--- config.mk ---
export PLATFORM = sky130hd
export DESIGN_NAME = ocpp_top
export DESIGN_NICKNAME = d
export VERILOG_FILES = /design/src/design/ocpp_pkg.sv /design/src/design/ocpp_top.sv
export SDC_FILE = /design/constraint.sdc
export NUM_CORES = 1
export LEC_CHECK = 0
export CAP_MARGIN = 20
export CORE_MARGIN = 3
export CORE_UTILIZATION = 25
export CTS_BUF_LIST = sky130_fd_sc_hd__clkbuf_8
export CTS_CLUSTER_DIAMETER = 150
export DETAILED_ROUTE_END_ITERATION = 16
export DONT_BUFFER_PORTS = 1
export GPL_TIMING_DRIVEN = 0
export PLACE_DENSITY = 0.47
export SLEW_MARGIN = 30
export SYNTH_ARGS = -nofsm -noshare
export SYNTH_HDL_FRONTEND = slang
export SYNTH_SLANG_ARGS = --single-unit
--- constraint.sdc ---
create_clock -name mclk -period 5 [get_ports mclk]
set_input_delay 1 -clock mclk [delete_from_list [all_inputs] [get_ports mclk]]
set_output_delay 1 -clock mclk [all_outputs]
set_load 0.005 [all_outputs]
--- src/design/ocpp_pkg.sv ---
// constants and types for the output compare pulse and pwm channel
`default_nettype none
package ocpp_pkg;
  localparam logic [7:0] OFS_CTL   = 8'h00;
  localparam logic [7:0] OFS_PRI   = 8'h04;
  localparam logic [7:0] OFS_SEC   = 8'h08;
  localparam logic [7:0] OFS_PER_A = 8'h0c;
  localparam logic [7:0] OFS_PER_B = 8'h10;
  localparam logic [7:0] OFS_CNT_A = 8'h14;
  localparam logic [7:0] OFS_CNT_B = 8'h18;
  localparam logic [7:0] OFS_TBC_A = 8'h1c;
  localparam logic [7:0] OFS_TBC_B = 8'h20;
  localparam logic [7:0] OFS_IRQ   = 8'h24;

  localparam int BIT_MODE = 0;
  localparam int BIT_TSEL = 3;
  localparam int BIT_FLT  = 4;
  localparam int BIT_HALT = 13;
  localparam int BIT_RUN  = 15;
  localparam int BIT_FLAG = 0;
  localparam int BIT_IEN  = 1;

  localparam logic [2:0] MODE_OFF  = 3'h0;
  localparam logic [2:0] MODE_ONE  = 3'h4;
  localparam logic [2:0] MODE_CONT = 3'h5;
  localparam logic [2:0] MODE_PWMF = 3'h7;

  localparam logic [15:0] RST_REG16 = 16'h0000;
  localparam logic [1:0]  RESP_OKAY = 2'h0;
  localparam logic [1:0]  RESP_SLVERR = 2'h2;

  typedef struct packed {
    logic       halt_when_idle;
    logic       time_base_select;
    logic [2:0] compare_mode_field;
  } ocpp_ctl_s;

  typedef enum logic [2:0] {
    st_off,
    st_rise,
    st_fall,
    st_done,
    st_pwm
  } ocpp_state_e;
endpackage
`default_nettype wire

--- src/design/ocpp_top.sv ---
// output compare channel with pulse and pwm modes, two time bases, axi4-lite slave
// How it works
// RQ1 - one-shot code written: pin forced low, then exactly one pulse
// RQ2 - pulse modes: first primary match drives pin high
// RQ3 - one-shot: secondary match drives pin low, no further pulses
// RQ4 - secondary match sets flag; request only when enable set
// RQ5 - rewriting one-shot code after a pulse starts a new pulse
// RQ6 - continuous code: pin low at setup, one pulse every period
// RQ7 - continuous: flag set on every secondary match
// RQ8 - time base at period value returns to zero and keeps counting
// RQ9 - software keeps period at least the secondary compare value
// RQ10 - select bit picks which time base feeds the compare
// RQ11 - software sets the run bit of the selected time base
// RQ12 - period value N gives pwm period of N plus one counts
// RQ13 - secondary writable anytime; copied to primary at period match
// RQ14 - primary register ignores writes while pwm is active
// RQ15 - primary value at enable sets first pwm period duty
// RQ16 - software loads primary with initial duty before enabling pwm
// RQ17 - duty zero keeps pin low all period
// RQ18 - duty above period keeps pin high
// RQ19 - duty equal period: pin low for exactly one count
// RQ20 - software enables the channel interrupt to use the fault input
// RQ21 - pwm-with-fault: fault sets read-only status, hardware clears it
// RQ22 - halt bit stops the channel while processor idles
// RQ23 - pwm high from wrap to zero, low once count reaches duty
// RQ24 - 16-bit equality matches; pin changes the cycle after
//
// Decided for this implementation: the register addresses and the AXI4-Lite register port.
`default_nettype none

module ocpp_timebase
  import ocpp_pkg::*;
(
  input  wire logic        mclk,   // clock
  input  wire logic        rst,    // sync reset
  input  wire logic        run,    // count enable
  input  wire logic [15:0] period, // period value
  output logic      [15:0] count   // current count
);
  wire wrap = (count == period);

  always_ff @(posedge mclk)
  begin
    if (rst)
      count <= RST_REG16;
    // RQ8 wrap to zero
    else if (run)
      count <= wrap ? RST_REG16 : count + 16'h0001;
  end
endmodule

module ocpp_top
  import ocpp_pkg::*;
(
  input  wire logic        mclk,              // clock, 50 MHz
  input  wire logic        rst,               // sync reset, high
  input  wire logic [7:0]  s_axi_awaddr,      // write address
  input  wire logic        s_axi_awvalid,     // write address valid
  output logic             s_axi_awready,     // write address ready
  input  wire logic [31:0] s_axi_wdata,       // write data
  input  wire logic [3:0]  s_axi_wstrb,       // byte enables
  input  wire logic        s_axi_wvalid,      // write data valid
  output logic             s_axi_wready,      // write data ready
  output logic [1:0]       s_axi_bresp,       // write response
  output logic             s_axi_bvalid,      // write response valid
  input  wire logic        s_axi_bready,      // write response ready
  input  wire logic [7:0]  s_axi_araddr,      // read address
  input  wire logic        s_axi_arvalid,     // read address valid
  output logic             s_axi_arready,     // read address ready
  output logic [31:0]      s_axi_rdata,       // read data
  output logic [1:0]       s_axi_rresp,       // read response
  output logic             s_axi_rvalid,      // read data valid
  input  wire logic        s_axi_rready,      // read data ready
  input  wire logic        fault_in,          // pwm fault, high
  input  wire logic        cpu_idle,          // processor idle
  output logic             compare_output_pin, // compare output
  output logic             irq_req            // interrupt request
);
  function automatic logic [15:0] ocpp_merge(input logic [15:0] old, input logic [31:0] d,
                                             input logic [3:0] s);
    return {s[1] ? d[15:8] : old[15:8], s[0] ? d[7:0] : old[7:0]};
  endfunction

  ocpp_ctl_s   ctl_r;
  ocpp_state_e st_r;
  ocpp_state_e st_nxt;
  logic [15:0] pri_r;
  logic [15:0] sec_r;
  logic [15:0] per_a_r;
  logic [15:0] per_b_r;
  logic        run_a_r;
  logic        run_b_r;
  logic        flt_r;
  logic        flag_r;
  logic        ien_r;
  logic        aw_free_r;
  logic        w_free_r;
  logic [7:0]  awaddr_r;
  logic [31:0] wdata_r;
  logic [3:0]  wstrb_r;
  logic [15:0] cnt_a;
  logic [15:0] cnt_b;
  logic        pin_nxt;
  logic        set_flag;
  logic [15:0] ctl_word;
  logic [15:0] rd_val;
  logic        rd_err;
  logic        wr_err;

  ocpp_timebase u_tb_a (
    .mclk   (mclk),
    .rst    (rst),
    .run    (run_a_r),
    .period (per_a_r),
    .count  (cnt_a)
  );

  ocpp_timebase u_tb_b (
    .mclk   (mclk),
    .rst    (rst),
    .run    (run_b_r),
    .period (per_b_r),
    .count  (cnt_b)
  );

  // write path decode
  wire        wr_do   = !aw_free_r && !w_free_r && !s_axi_bvalid;
  wire        w_ctl   = wr_do && awaddr_r == OFS_CTL;
  wire        w_pri   = wr_do && awaddr_r == OFS_PRI;
  wire        w_sec   = wr_do && awaddr_r == OFS_SEC;
  wire        w_per_a = wr_do && awaddr_r == OFS_PER_A;
  wire        w_per_b = wr_do && awaddr_r == OFS_PER_B;
  wire        w_tbc_a = wr_do && awaddr_r == OFS_TBC_A;
  wire        w_tbc_b = wr_do && awaddr_r == OFS_TBC_B;
  wire        w_irq   = wr_do && awaddr_r == OFS_IRQ;
  wire [15:0] ctl_m   = ocpp_merge(ctl_word, wdata_r, wstrb_r);
  // low byte write re-initialises the channel
  wire        ctl_wr  = w_ctl && wstrb_r[0];
  wire [2:0]  new_mode = ctl_m[BIT_MODE +: 3];
  wire        ar_take = s_axi_arvalid && s_axi_arready;

  // RQ10 time base select
  wire [15:0] cnt_sel = ctl_r.time_base_select ? cnt_b : cnt_a;
  wire [15:0] per_sel = ctl_r.time_base_select ? per_b_r : per_a_r;
  wire        run_sel = ctl_r.time_base_select ? run_b_r : run_a_r;
  // RQ24 equality matches
  wire        pri_hit = run_sel && cnt_sel == pri_r;
  wire        sec_hit = run_sel && cnt_sel == sec_r;
  wire        per_hit = cnt_sel == per_sel;
  // RQ22 idle halt
  wire        halted  = ctl_r.halt_when_idle && cpu_idle;
  wire        active  = !ctl_wr && !halted;
  wire        one_m   = ctl_r.compare_mode_field == MODE_ONE;
  wire        cont_m  = ctl_r.compare_mode_field == MODE_CONT;
  wire        pwm_m   = ctl_r.compare_mode_field[2:1] == 2'b11;
  wire        flt_m   = ctl_r.compare_mode_field == MODE_PWMF;
  wire        flt_blk = flt_m && (fault_in || flt_r);
  wire        d_load  = active && st_r == st_pwm && per_hit;
  wire        flt_set = active && st_r == st_pwm && flt_m && fault_in;
  wire        flag_clr = w_irq && wstrb_r[0] && wdata_r[BIT_FLAG];
  // set wins over software clear
  wire        flag_nxt = set_flag || (flag_r && !flag_clr);

  always_comb
  begin
    ctl_word = RST_REG16;
    ctl_word[BIT_MODE +: 3] = ctl_r.compare_mode_field;
    ctl_word[BIT_TSEL] = ctl_r.time_base_select;
    ctl_word[BIT_FLT] = flt_r;
    ctl_word[BIT_HALT] = ctl_r.halt_when_idle;
  end

  // channel sequencer
  always_comb
  begin
    st_nxt = st_r;
    pin_nxt = compare_output_pin;
    set_flag = flt_set;
    if (ctl_wr)
    begin
      // RQ1 RQ5 RQ6 force low and arm
      pin_nxt = 1'b0;
      if (new_mode == MODE_ONE || new_mode == MODE_CONT)
        st_nxt = st_rise;
      else if (new_mode[2:1] == 2'b11)
        st_nxt = st_pwm;
      else
        st_nxt = st_off;
    end
    else if (!halted)
    begin
      // RQ7 flag on every secondary match
      if (cont_m && sec_hit)
        set_flag = 1'b1;
      case (st_r)
        st_rise:
        begin
          // RQ2 leading edge
          if (pri_hit)
          begin
            pin_nxt = 1'b1;
            st_nxt = st_fall;
          end
        end
        st_fall:
        begin
          // RQ3 RQ4 trailing edge and flag
          if (sec_hit)
          begin
            pin_nxt = 1'b0;
            set_flag = 1'b1;
            st_nxt = one_m ? st_done : st_rise;
          end
        end
        st_pwm:
        begin
          // RQ12 RQ17 RQ18 RQ19 RQ23 level from count against duty
          pin_nxt = !flt_blk && cnt_sel < pri_r;
        end
        default:
        begin
          pin_nxt = 1'b0;
        end
      endcase
    end
  end

  always_ff @(posedge mclk)
  begin
    if (rst)
    begin
      st_r <= st_off;
      compare_output_pin <= 1'b0;
      ctl_r <= '0;
      flt_r <= 1'b0;
      flag_r <= 1'b0;
      irq_req <= 1'b0;
    end
    else
    begin
      st_r <= st_nxt;
      compare_output_pin <= pin_nxt;
      // RQ21 fault status, cleared by hardware on rewrite
      flt_r <= !ctl_wr && (flt_r || flt_set);
      flag_r <= flag_nxt;
      // RQ4 gated request
      irq_req <= flag_nxt && ien_r;
      if (w_ctl)
        ctl_r <= '{ctl_m[BIT_HALT], ctl_m[BIT_TSEL], ctl_m[BIT_MODE +: 3]};
    end
  end

  always_ff @(posedge mclk)
  begin
    if (rst)
    begin
      pri_r <= RST_REG16;
      sec_r <= RST_REG16;
      per_a_r <= RST_REG16;
      per_b_r <= RST_REG16;
      run_a_r <= 1'b0;
      run_b_r <= 1'b0;
      ien_r <= 1'b0;
    end
    else
    begin
      // RQ13 RQ15 duty double buffer
      if (d_load)
        pri_r <= sec_r;
      // RQ14 primary read-only in pwm
      else if (w_pri && !pwm_m)
        pri_r <= ocpp_merge(pri_r, wdata_r, wstrb_r);
      if (w_sec)
        sec_r <= ocpp_merge(sec_r, wdata_r, wstrb_r);
      if (w_per_a)
        per_a_r <= ocpp_merge(per_a_r, wdata_r, wstrb_r);
      if (w_per_b)
        per_b_r <= ocpp_merge(per_b_r, wdata_r, wstrb_r);
      if (w_tbc_a && wstrb_r[1])
        run_a_r <= wdata_r[BIT_RUN];
      if (w_tbc_b && wstrb_r[1])
        run_b_r <= wdata_r[BIT_RUN];
      if (w_irq && wstrb_r[0])
        ien_r <= wdata_r[BIT_IEN];
    end
  end

  // read decode
  always_comb
  begin
    rd_val = RST_REG16;
    rd_err = 1'b0;
    if (s_axi_araddr == OFS_CTL)
      rd_val = ctl_word;
    else if (s_axi_araddr == OFS_PRI)
      rd_val = pri_r;
    else if (s_axi_araddr == OFS_SEC)
      rd_val = sec_r;
    else if (s_axi_araddr == OFS_PER_A)
      rd_val = per_a_r;
    else if (s_axi_araddr == OFS_PER_B)
      rd_val = per_b_r;
    else if (s_axi_araddr == OFS_CNT_A)
      rd_val = cnt_a;
    else if (s_axi_araddr == OFS_CNT_B)
      rd_val = cnt_b;
    else if (s_axi_araddr == OFS_TBC_A)
      rd_val[BIT_RUN] = run_a_r;
    else if (s_axi_araddr == OFS_TBC_B)
      rd_val[BIT_RUN] = run_b_r;
    else if (s_axi_araddr == OFS_IRQ)
    begin
      rd_val[BIT_FLAG] = flag_r;
      rd_val[BIT_IEN] = ien_r;
    end
    else
      rd_err = 1'b1;
  end

  assign wr_err = !(w_ctl || w_pri || w_sec || w_per_a || w_per_b || w_tbc_a || w_tbc_b || w_irq
                    || awaddr_r == OFS_CNT_A || awaddr_r == OFS_CNT_B);

  // axi4-lite handshakes
  always_ff @(posedge mclk)
  begin
    if (rst)
    begin
      aw_free_r <= 1'b1;
      w_free_r <= 1'b1;
      awaddr_r <= 8'h00;
      wdata_r <= 32'h0000_0000;
      wstrb_r <= 4'h0;
      s_axi_bvalid <= 1'b0;
      s_axi_bresp <= RESP_OKAY;
      s_axi_arready <= 1'b1;
      s_axi_rvalid <= 1'b0;
      s_axi_rdata <= 32'h0000_0000;
      s_axi_rresp <= RESP_OKAY;
    end
    else
    begin
      if (s_axi_awvalid && aw_free_r)
      begin
        aw_free_r <= 1'b0;
        awaddr_r <= s_axi_awaddr;
      end
      if (s_axi_wvalid && w_free_r)
      begin
        w_free_r <= 1'b0;
        wdata_r <= s_axi_wdata;
        wstrb_r <= s_axi_wstrb;
      end
      if (wr_do)
      begin
        aw_free_r <= 1'b1;
        w_free_r <= 1'b1;
        s_axi_bvalid <= 1'b1;
        s_axi_bresp <= wr_err ? RESP_SLVERR : RESP_OKAY;
      end
      else if (s_axi_bready)
        s_axi_bvalid <= 1'b0;
      if (ar_take)
      begin
        s_axi_arready <= 1'b0;
        s_axi_rvalid <= 1'b1;
        s_axi_rdata <= {16'h0000, rd_val};
        s_axi_rresp <= rd_err ? RESP_SLVERR : RESP_OKAY;
      end
      else if (s_axi_rvalid && s_axi_rready)
      begin
        s_axi_rvalid <= 1'b0;
        s_axi_arready <= 1'b1;
      end
    end
  end

  assign s_axi_awready = aw_free_r;
  assign s_axi_wready = w_free_r;
endmodule
`default_nettype wire

==> run metrics, run 1 <==
first-pass GRT wire length 45540 µm; Worst Setup End Kind register; initial antenna violation count 1; Ys Warns 0; total CTS buffers 17; P&R area growth vs syn 12.78%; register cell area after layout 0.003203 mm²; hold slack 0.4712 ns; DRT Wirelength 30410 µm; fmax 0.3185 GHz; power per cell area 269.8 mW/mm²; clk sinks 160; Detail Route Antenna Nets 0; final core utilization 29.00%; Die Y 192.9 µm; area of the multi-input gates 0.005106 mm²; core region area 0.03395 mm²; buffer depth of the longest clock path 2; critical setup path kind register to register; Fin. Hold Viols 0; Syn Inst Count 1034; clock-pin slew on the worst setup and hold paths 0.10 ns; clk_skew 0.01320 ns; filler instances 3676; syn avg cell area 8.443 µm²; Overflow after GRT 0; Initial Utilization 25.71%; Seq/Total Area, Yosys 36.69%; Vias 7649; Clk Latency, worst-skew pair 0.48 ns; drt drc 0; first drt pass iteration count 7; share of cells above drive strength 1 11.36%; post-synth top area share 36.69%; Hold Crit Class register to register; status finished clean; number of global-route vias before repair 7152; TritonCTS clock tree yes; Antenna diodes 0; pre-CTS setup slack 1.480 ns; prevailing post-synth register cell dfxtp_1; worst slew pin tran 0.8978 ns; Nets 1149; Die Wd 192.9 µm; worst path arrival time 3.51 ns; Worst Slack Setup Final 1.860 ns; worst-path fanout max 10; hold_buf cts 0; full die area 0.03720 mm²; Rel. slew slack 40.14%; Slew Viols, Final 0; Root Buffer clkbuf_8; Seq cells post-synth 160; critical path launch point type register; share of synthesized registers carrying an async set or reset 0%; drt via density 4.996; Cell Area, Synth 0.008730 mm²; required time worst endpoint 5.37 ns; overall routing resource usage 16.41%; min Tclk post-route 3.140 ns; LEAKAGE 3.696 nW; Ports 104; Post-CTS Setup Bufs 0; dpl cells 1499; Final Wtd Congestion 0.9127; Yosys cell types 66; Row Count 67; post-synth top area cell dfxtp_1; fin cells 1531; Setup Total Neg Slack 0 ns; Port Buffers 0; Post-synth EDFFs 0; H-tree depth 4; pin count of the biggest net entering global routing 17; unrepaired setup endpoints after global routing false; 1st-iter DRT viols 584; Peak VDD IR 0.1288 mV; # resized after CTS 0; top post-synthesis cells by area dfxtp_1, mux2i_1, nor2_1; max_cap viols 0; wire length per cell 19.86 µm; final period utilization 62.79%; dpl hpwl 24020 µm; final setup vio count 0
## worst paths after layout
| kind | from | end | slack [ns] | cells past startpoint |
|---|---|---|---|---|
| worst max register to register | ctl_r[3] | st_r[0] | 1.86 | 7 |
| worst max-delay path | ctl_r[3] | st_r[0] | 1.86 | 7 |
| worst min-delay path | awaddr_r[6] | awaddr_r[6] | 0.47 | 2 |
| worst min register to register | awaddr_r[6] | awaddr_r[6] | 0.47 | 2 |
## placed cells by master, fill, tap and decap left out, drive strengths merged, types with 15 or more instances in the layout
cell and instances:
conb 18, a221oi 16, nand3 29, mux2i 52, dfxtp 160, xnor2 47, nor3 48, inv 35
nor2b 17, mux2 41, nand2 105, xor2 28, buf 36, nor2 119, nand2b 15, clkbuf 59
ha 18, nand4 19, a21oi 89
## cell families (layout without fill, tap and decap cells)
family | Yosys count | after routing | synth area share (%)
multiplexers | 94 | 94 | 11.55
AO/OA/AOI/OAI | 176 | 176 | 13.20
adder cells (fa/ha/maj) | 18 | 18 | 2.580
buffers and inverters | 105 | 137 | 5.704
flip-flops | 160 | 160 | 36.69
AND/OR/NAND/NOR | 405 | 405 | 22.70
other | 1 | 18 | 0.04296
XOR/XNOR | 75 | 75 | 7.525
## Yosys cell counts, types with 9 or more instances
cell type,count
nor2b_1,17
inv_1,27
dfxtp_1,160
buf_2,10
a21oi_1,89
xnor2_1,47
nor4_1,9
nand3_1,29
ha_1,18
nor2_1,119
a221oi_1,16
nor3_1,45
o21ai_0,12
mux2_2,39
mux2i_1,52
nand4_1,19
clkbuf_1,41
nand2b_1,15
buf_4,20
nand2_1,103
and3_1,9
xor2_1,28
## sequential cells by signal (all words and copies together) (netlist names), 2 cells and up
register,cells
st_r,3
wdata_r,16
awaddr_r,8
per_b_r,16
u_tb_b.count,16
ctl_r,5
wstrb_r,2
s_axi_rdata,16
pri_r,16
sec_r,16
u_tb_a.count,16
per_a_r,16
## layer usage
metal / up-vias / routed length [µm] / track usage, % / part of all wire [%]
li1: 3676 / - / - / -
met1: 3643 / 14200 / 23.18 / 47
met2: 284 / 13500 / 25.57 / 44
met3: 46 / 2039 / 2.652 / 6.7
met4: 0 / 665 / 5.071 / 2.2
met5: - / 0 / 0 / 0
## metrics by stage
step | cell area (µm²) | power (mW)
2_1_floorplan | 8793 | 1.444
3_3_place_gp | 9354 | 1.499
3_5_place_dp | 9368 | 1.500
4_1_cts | 9846 | 2.676
5_1_grt | 9846 | 2.741
6_report | 9846 | 2.656
## power by group
part	internal (mW)	switching (mW)	leakage, nW	total [mW]
clock network	0.613	0.574	0.241	1.19
logic	0.0464	0.104	2.16	0.150
registers	1.29	0.0285	1.29	1.32
total	1.95	0.706	3.70	2.66
## critical path: stages, from the launching register on
cell and delay, ns:
dfxtp_1 0.54, buf_6 0.22, mux2_2 0.40, xor2_1 0.16
nor4_1 0.66, nand2_1 0.30, o311ai_4 0.39, mux2_1 0.35
## cell type report
class	instances	share of cell area (%)
inverters	27	1.029
flip-flops and latches	160	32.53
clock inverters	15	2.478
clock buffers	17	2.376
plain buffers	78	4.028
well taps	448	5.693
multi-input cells	786	51.86
No activity file was read; power rests on OpenSTA's default activity.
==> inputs of run 2 (changes only) <==
Settings changed: ABC_AREA set to 1.
Clock period 5 ns to 3.23 ns, I/O delays scaled along.
==> run 2 against run 1 <==
Effect of this change:
- cell area grew 6.3%
- power grew 46%
- register-to-register slack lost 1.4 ns
- cell count grew 31%
- maximum frequency grew 12%
- non-clock buffer count shrank 6
- sequential power grew 58%
==> run metrics, run 2 <==
share of cells above drive strength 1 6.645% (-4.7 points); status finished clean; Setup Total Neg Slack 0 ns (unchanged); critical path launch point type register; R2R depth 13 (+6); LEAKAGE 4.275 nW (+16%); hold_buf cts 0 (unchanged); Final Power 3.875 mW (+46%); drt drc 0 (unchanged); Die Y 200.1 µm (+3.7%); final core utilization 28.37% (-0.62 points); max_cap viols 0 (unchanged); worst-path fanout max 10 (unchanged); top post-synthesis cells by area dfxtp_1, nand2_1, a21oi_1; H-tree depth 4 (unchanged); post-synth top area share 34.01% (-2.7 points); pin count of the biggest net entering global routing 17 (unchanged); Psw 1.142 mW (+62%); Ys Warns 0 (unchanged); P&R area growth vs syn 11.09%; Slew Viols, Final 0 (unchanged); Reg power frac 53.8% (+4.1 points); hold slack 0.2243 ns (-0.2469 ns); Overflow after GRT 0 (unchanged); Worst Setup End Kind register; synth cell count leaders nand2_1, inv_1, dfxtp_1; Root Buffer clkbuf_8; Fin. Hold Viols 0 (unchanged); Post-synth EDFFs 0 (unchanged); register cell area after layout 0.003203 mm² (unchanged); clk_skew 0.02302 ns (+0.009826 ns); total CTS buffers 17 (unchanged); Final Wtd Congestion 0.9686 (+6.1%); full die area 0.04004 mm² (+7.6%); Port Buffers 0 (unchanged); Post-CTS Setup Bufs 0 (unchanged); wire length per cell 19.73 µm (-0.70%); unrepaired setup endpoints after global routing false; post-synth top area cell dfxtp_1; number of global-route vias before repair 9107 (+27%); dpl hpwl 32230 µm (+34%); Slowest-stage cell, CP dfxtp_1; first-pass GRT wire length 57160 µm (+26%); required time worst endpoint 3.61 ns (-1.76 ns); clk sinks 160 (unchanged); most common cell after layout, fill and taps aside nand2_1; min Tclk post-route 2.802 ns (-0.3380 ns); # resized after CTS 0 (unchanged); Worst Slack Setup Final 0.4284 ns (-1.432 ns); Yosys cell types 41 (-38%); worst slew pin tran 0.8880 ns (-0.009891 ns); Cell Area, Synth 0.009418 mm² (+7.9%); worst path arrival time 3.18 ns (-0.33 ns); switching share of power 29.48% (+2.9 points); TritonCTS clock tree yes; r2r startpoint ctl_r[3]; share of synthesized registers carrying an async set or reset 0% (unchanged); Die Wd 200.1 µm (+3.7%); Row Count 70 (+4.5%); Detail Route Antenna Nets 0 (unchanged); Syn Inst Count 1457 (+41%); Vias 9942 (+30%); crit-path cells buf_6 > inv_6 > buf_6 > nand2_1 > nand2_2 > ha_1 > nand4_1 > nor2_1 > nand4_1 > a21oi_1 > nand3_1 > o21ai_0 > nor2_1; slowest cell delay on critical path 0.37 ns (-0.29 ns); Seq/Total Area, Yosys 34.01% (-2.7 points); first drt pass iteration count 5 (-2); clock-pin slew on the worst setup and hold paths 0.09 ns (about the same); fmax 0.3569 GHz (+12%); critical setup path kind register to register; most frequent cells in the layout nand2_1, inv_1, dfxtp_1, a21oi_1, nor2_1; overall routing resource usage 19.43% (+3.0 points); prevailing post-synth register cell dfxtp_1; combinational group share of total power 8.7% (+3.0 points); Hold Crit Class primary input to register; power per cell area 370.4 mW/mm² (+37%); final setup vio count 0 (unchanged); final period utilization 86.74% (+24 points); area of the multi-input gates 0.005196 mm² (+1.8%); initial antenna violation count 0 (-1); P_int 2.732 mW (+40%); 1st-iter DRT viols 932 (+60%); Peak VDD IR 0.2081 mV (+62%); Ports 104 (unchanged); core region area 0.03687 mm² (+8.6%); filler instances 4192 (+14%); worst hold endpoint s_axi_rresp[1]; Antenna diodes 0 (unchanged); Clk Latency, worst-skew pair 0.49 ns (about the same); Rel. slew slack 40.80% (+0.66 points); buffer depth of the longest clock path 2 (unchanged); pre-CTS setup slack 0.1359 ns (-1.344 ns); hold path cells 1 (-1); most common cell in the synthesized netlist nand2_1; drt via density 4.949 (-0.95%); Seq cells post-synth 160 (unchanged); DRT Wirelength 39630 µm (+30%); syn avg cell area 6.464 µm² (-23%); Nets 1572 (+37%); Min-Delay Startpoint rst; clock share of power 37.5% (-7.2 points); worst reg2reg setup slack 0.43 ns (-1.43 ns); Initial Utilization 25.54% (-0.17 points); Reg2Reg Capture Point st_r[1]
-- run 2: cell types whose count changed in the layout (fill, tap and decap cells not counted), sizes merged, moves of 34 or more --
cell and delta:
a21oi +66, o21ai +131, nand2 +246, xnor2 -34
mux2i -52, mux2 -41, nand3 +54, inv +147
-- run 2: worst max-delay path by stage --
| stage | startpoint | cells after the start | endpoint | slack, ns |
|---|---|---|---|---|
| after detailed placement | s_axi_araddr[6] | 10 | s_axi_rdata[13] | 0.14 |
| after global routing | ctl_r[3] | 13 | st_r[1] | 0.32 |
| after floorplan | ctl_r[3] | 13 | st_r[1] | 1.23 |
| final | ctl_r[3] | 13 | st_r[1] | 0.43 |
| after global placement | s_axi_araddr[6] | 10 | s_axi_rdata[13] | 0.19 |
| after CTS | ctl_r[3] | 15 | st_r[1] | 0.47 |
-- run 2: cell type report --
| cell class | count | area share, % |
|---|---|---|
| Buffer | 72 | 3.911 |
| Clock buffer | 18 | 2.368 |
| Clock inverter | 13 | 0.9806 |
| Inverter | 178 | 6.434 |
| Multi-Input combinational cell | 1064 | 49.67 |
| Sequential cell | 160 | 30.61 |
| Tap cell | 504 | 6.027 |
-- run 2: power by group through the flow --
stage | Sequential (mW) | Clock, mW | Combinational, mW
finish | 2.08 | 1.45 | 0.339
global route | 2.09 | 1.55 | 0.384
CTS | 2.09 | 1.47 | 0.335
detailed placement | 2.13 | 0 | 0.334
global placement | 2.13 | 0 | 0.330
floorplan | 2.10 | 0 | 0.240
-- run 2: cells by family after synthesis --
logic type	after synthesis	synth area share [%]
AOI/OAI and AO/OA	326	17.92
xor gates and xnor gates	25	2.325
adders and majority gates	18	2.391
buffers and inverters	250	11.49
DFF	160	34.01
other	1	0.03982
and+or+nand+nor	677	31.82
-- run 2: critical path, delay by kind of cell, from the launching register on --
| family | cells | cell delay, ns |
|---|---|---|
| simple gates | 7 | 1.13 |
| compound gates | 2 | 0.44 |
| flops | 1 | 0.37 |
| buf+inv | 3 | 0.43 |
| fa+ha+maj | 1 | 0.31 |
-- run 2: per-layer routing --
| metal | vias to the layer above | wire, µm | track usage [%] |
|---|---|---|---|
| met2 | 393 | 17170 | 29.71 |
| met3 | 45 | 3102 | 3.827 |
| li1 | 4816 | - | - |
| met5 | - | 0 | 0 |
| met1 | 4688 | 18670 | 28.03 |
| met4 | 0 | 683 | 5.040 |
-- run 2: through the flow --
stage	cells	area (µm²)
after floorplan	1474	9482
after global placement	1978	10110
after detailed placement	1978	10110
after CTS	2009	10460
after global routing	2009	10460
final	2009	10460
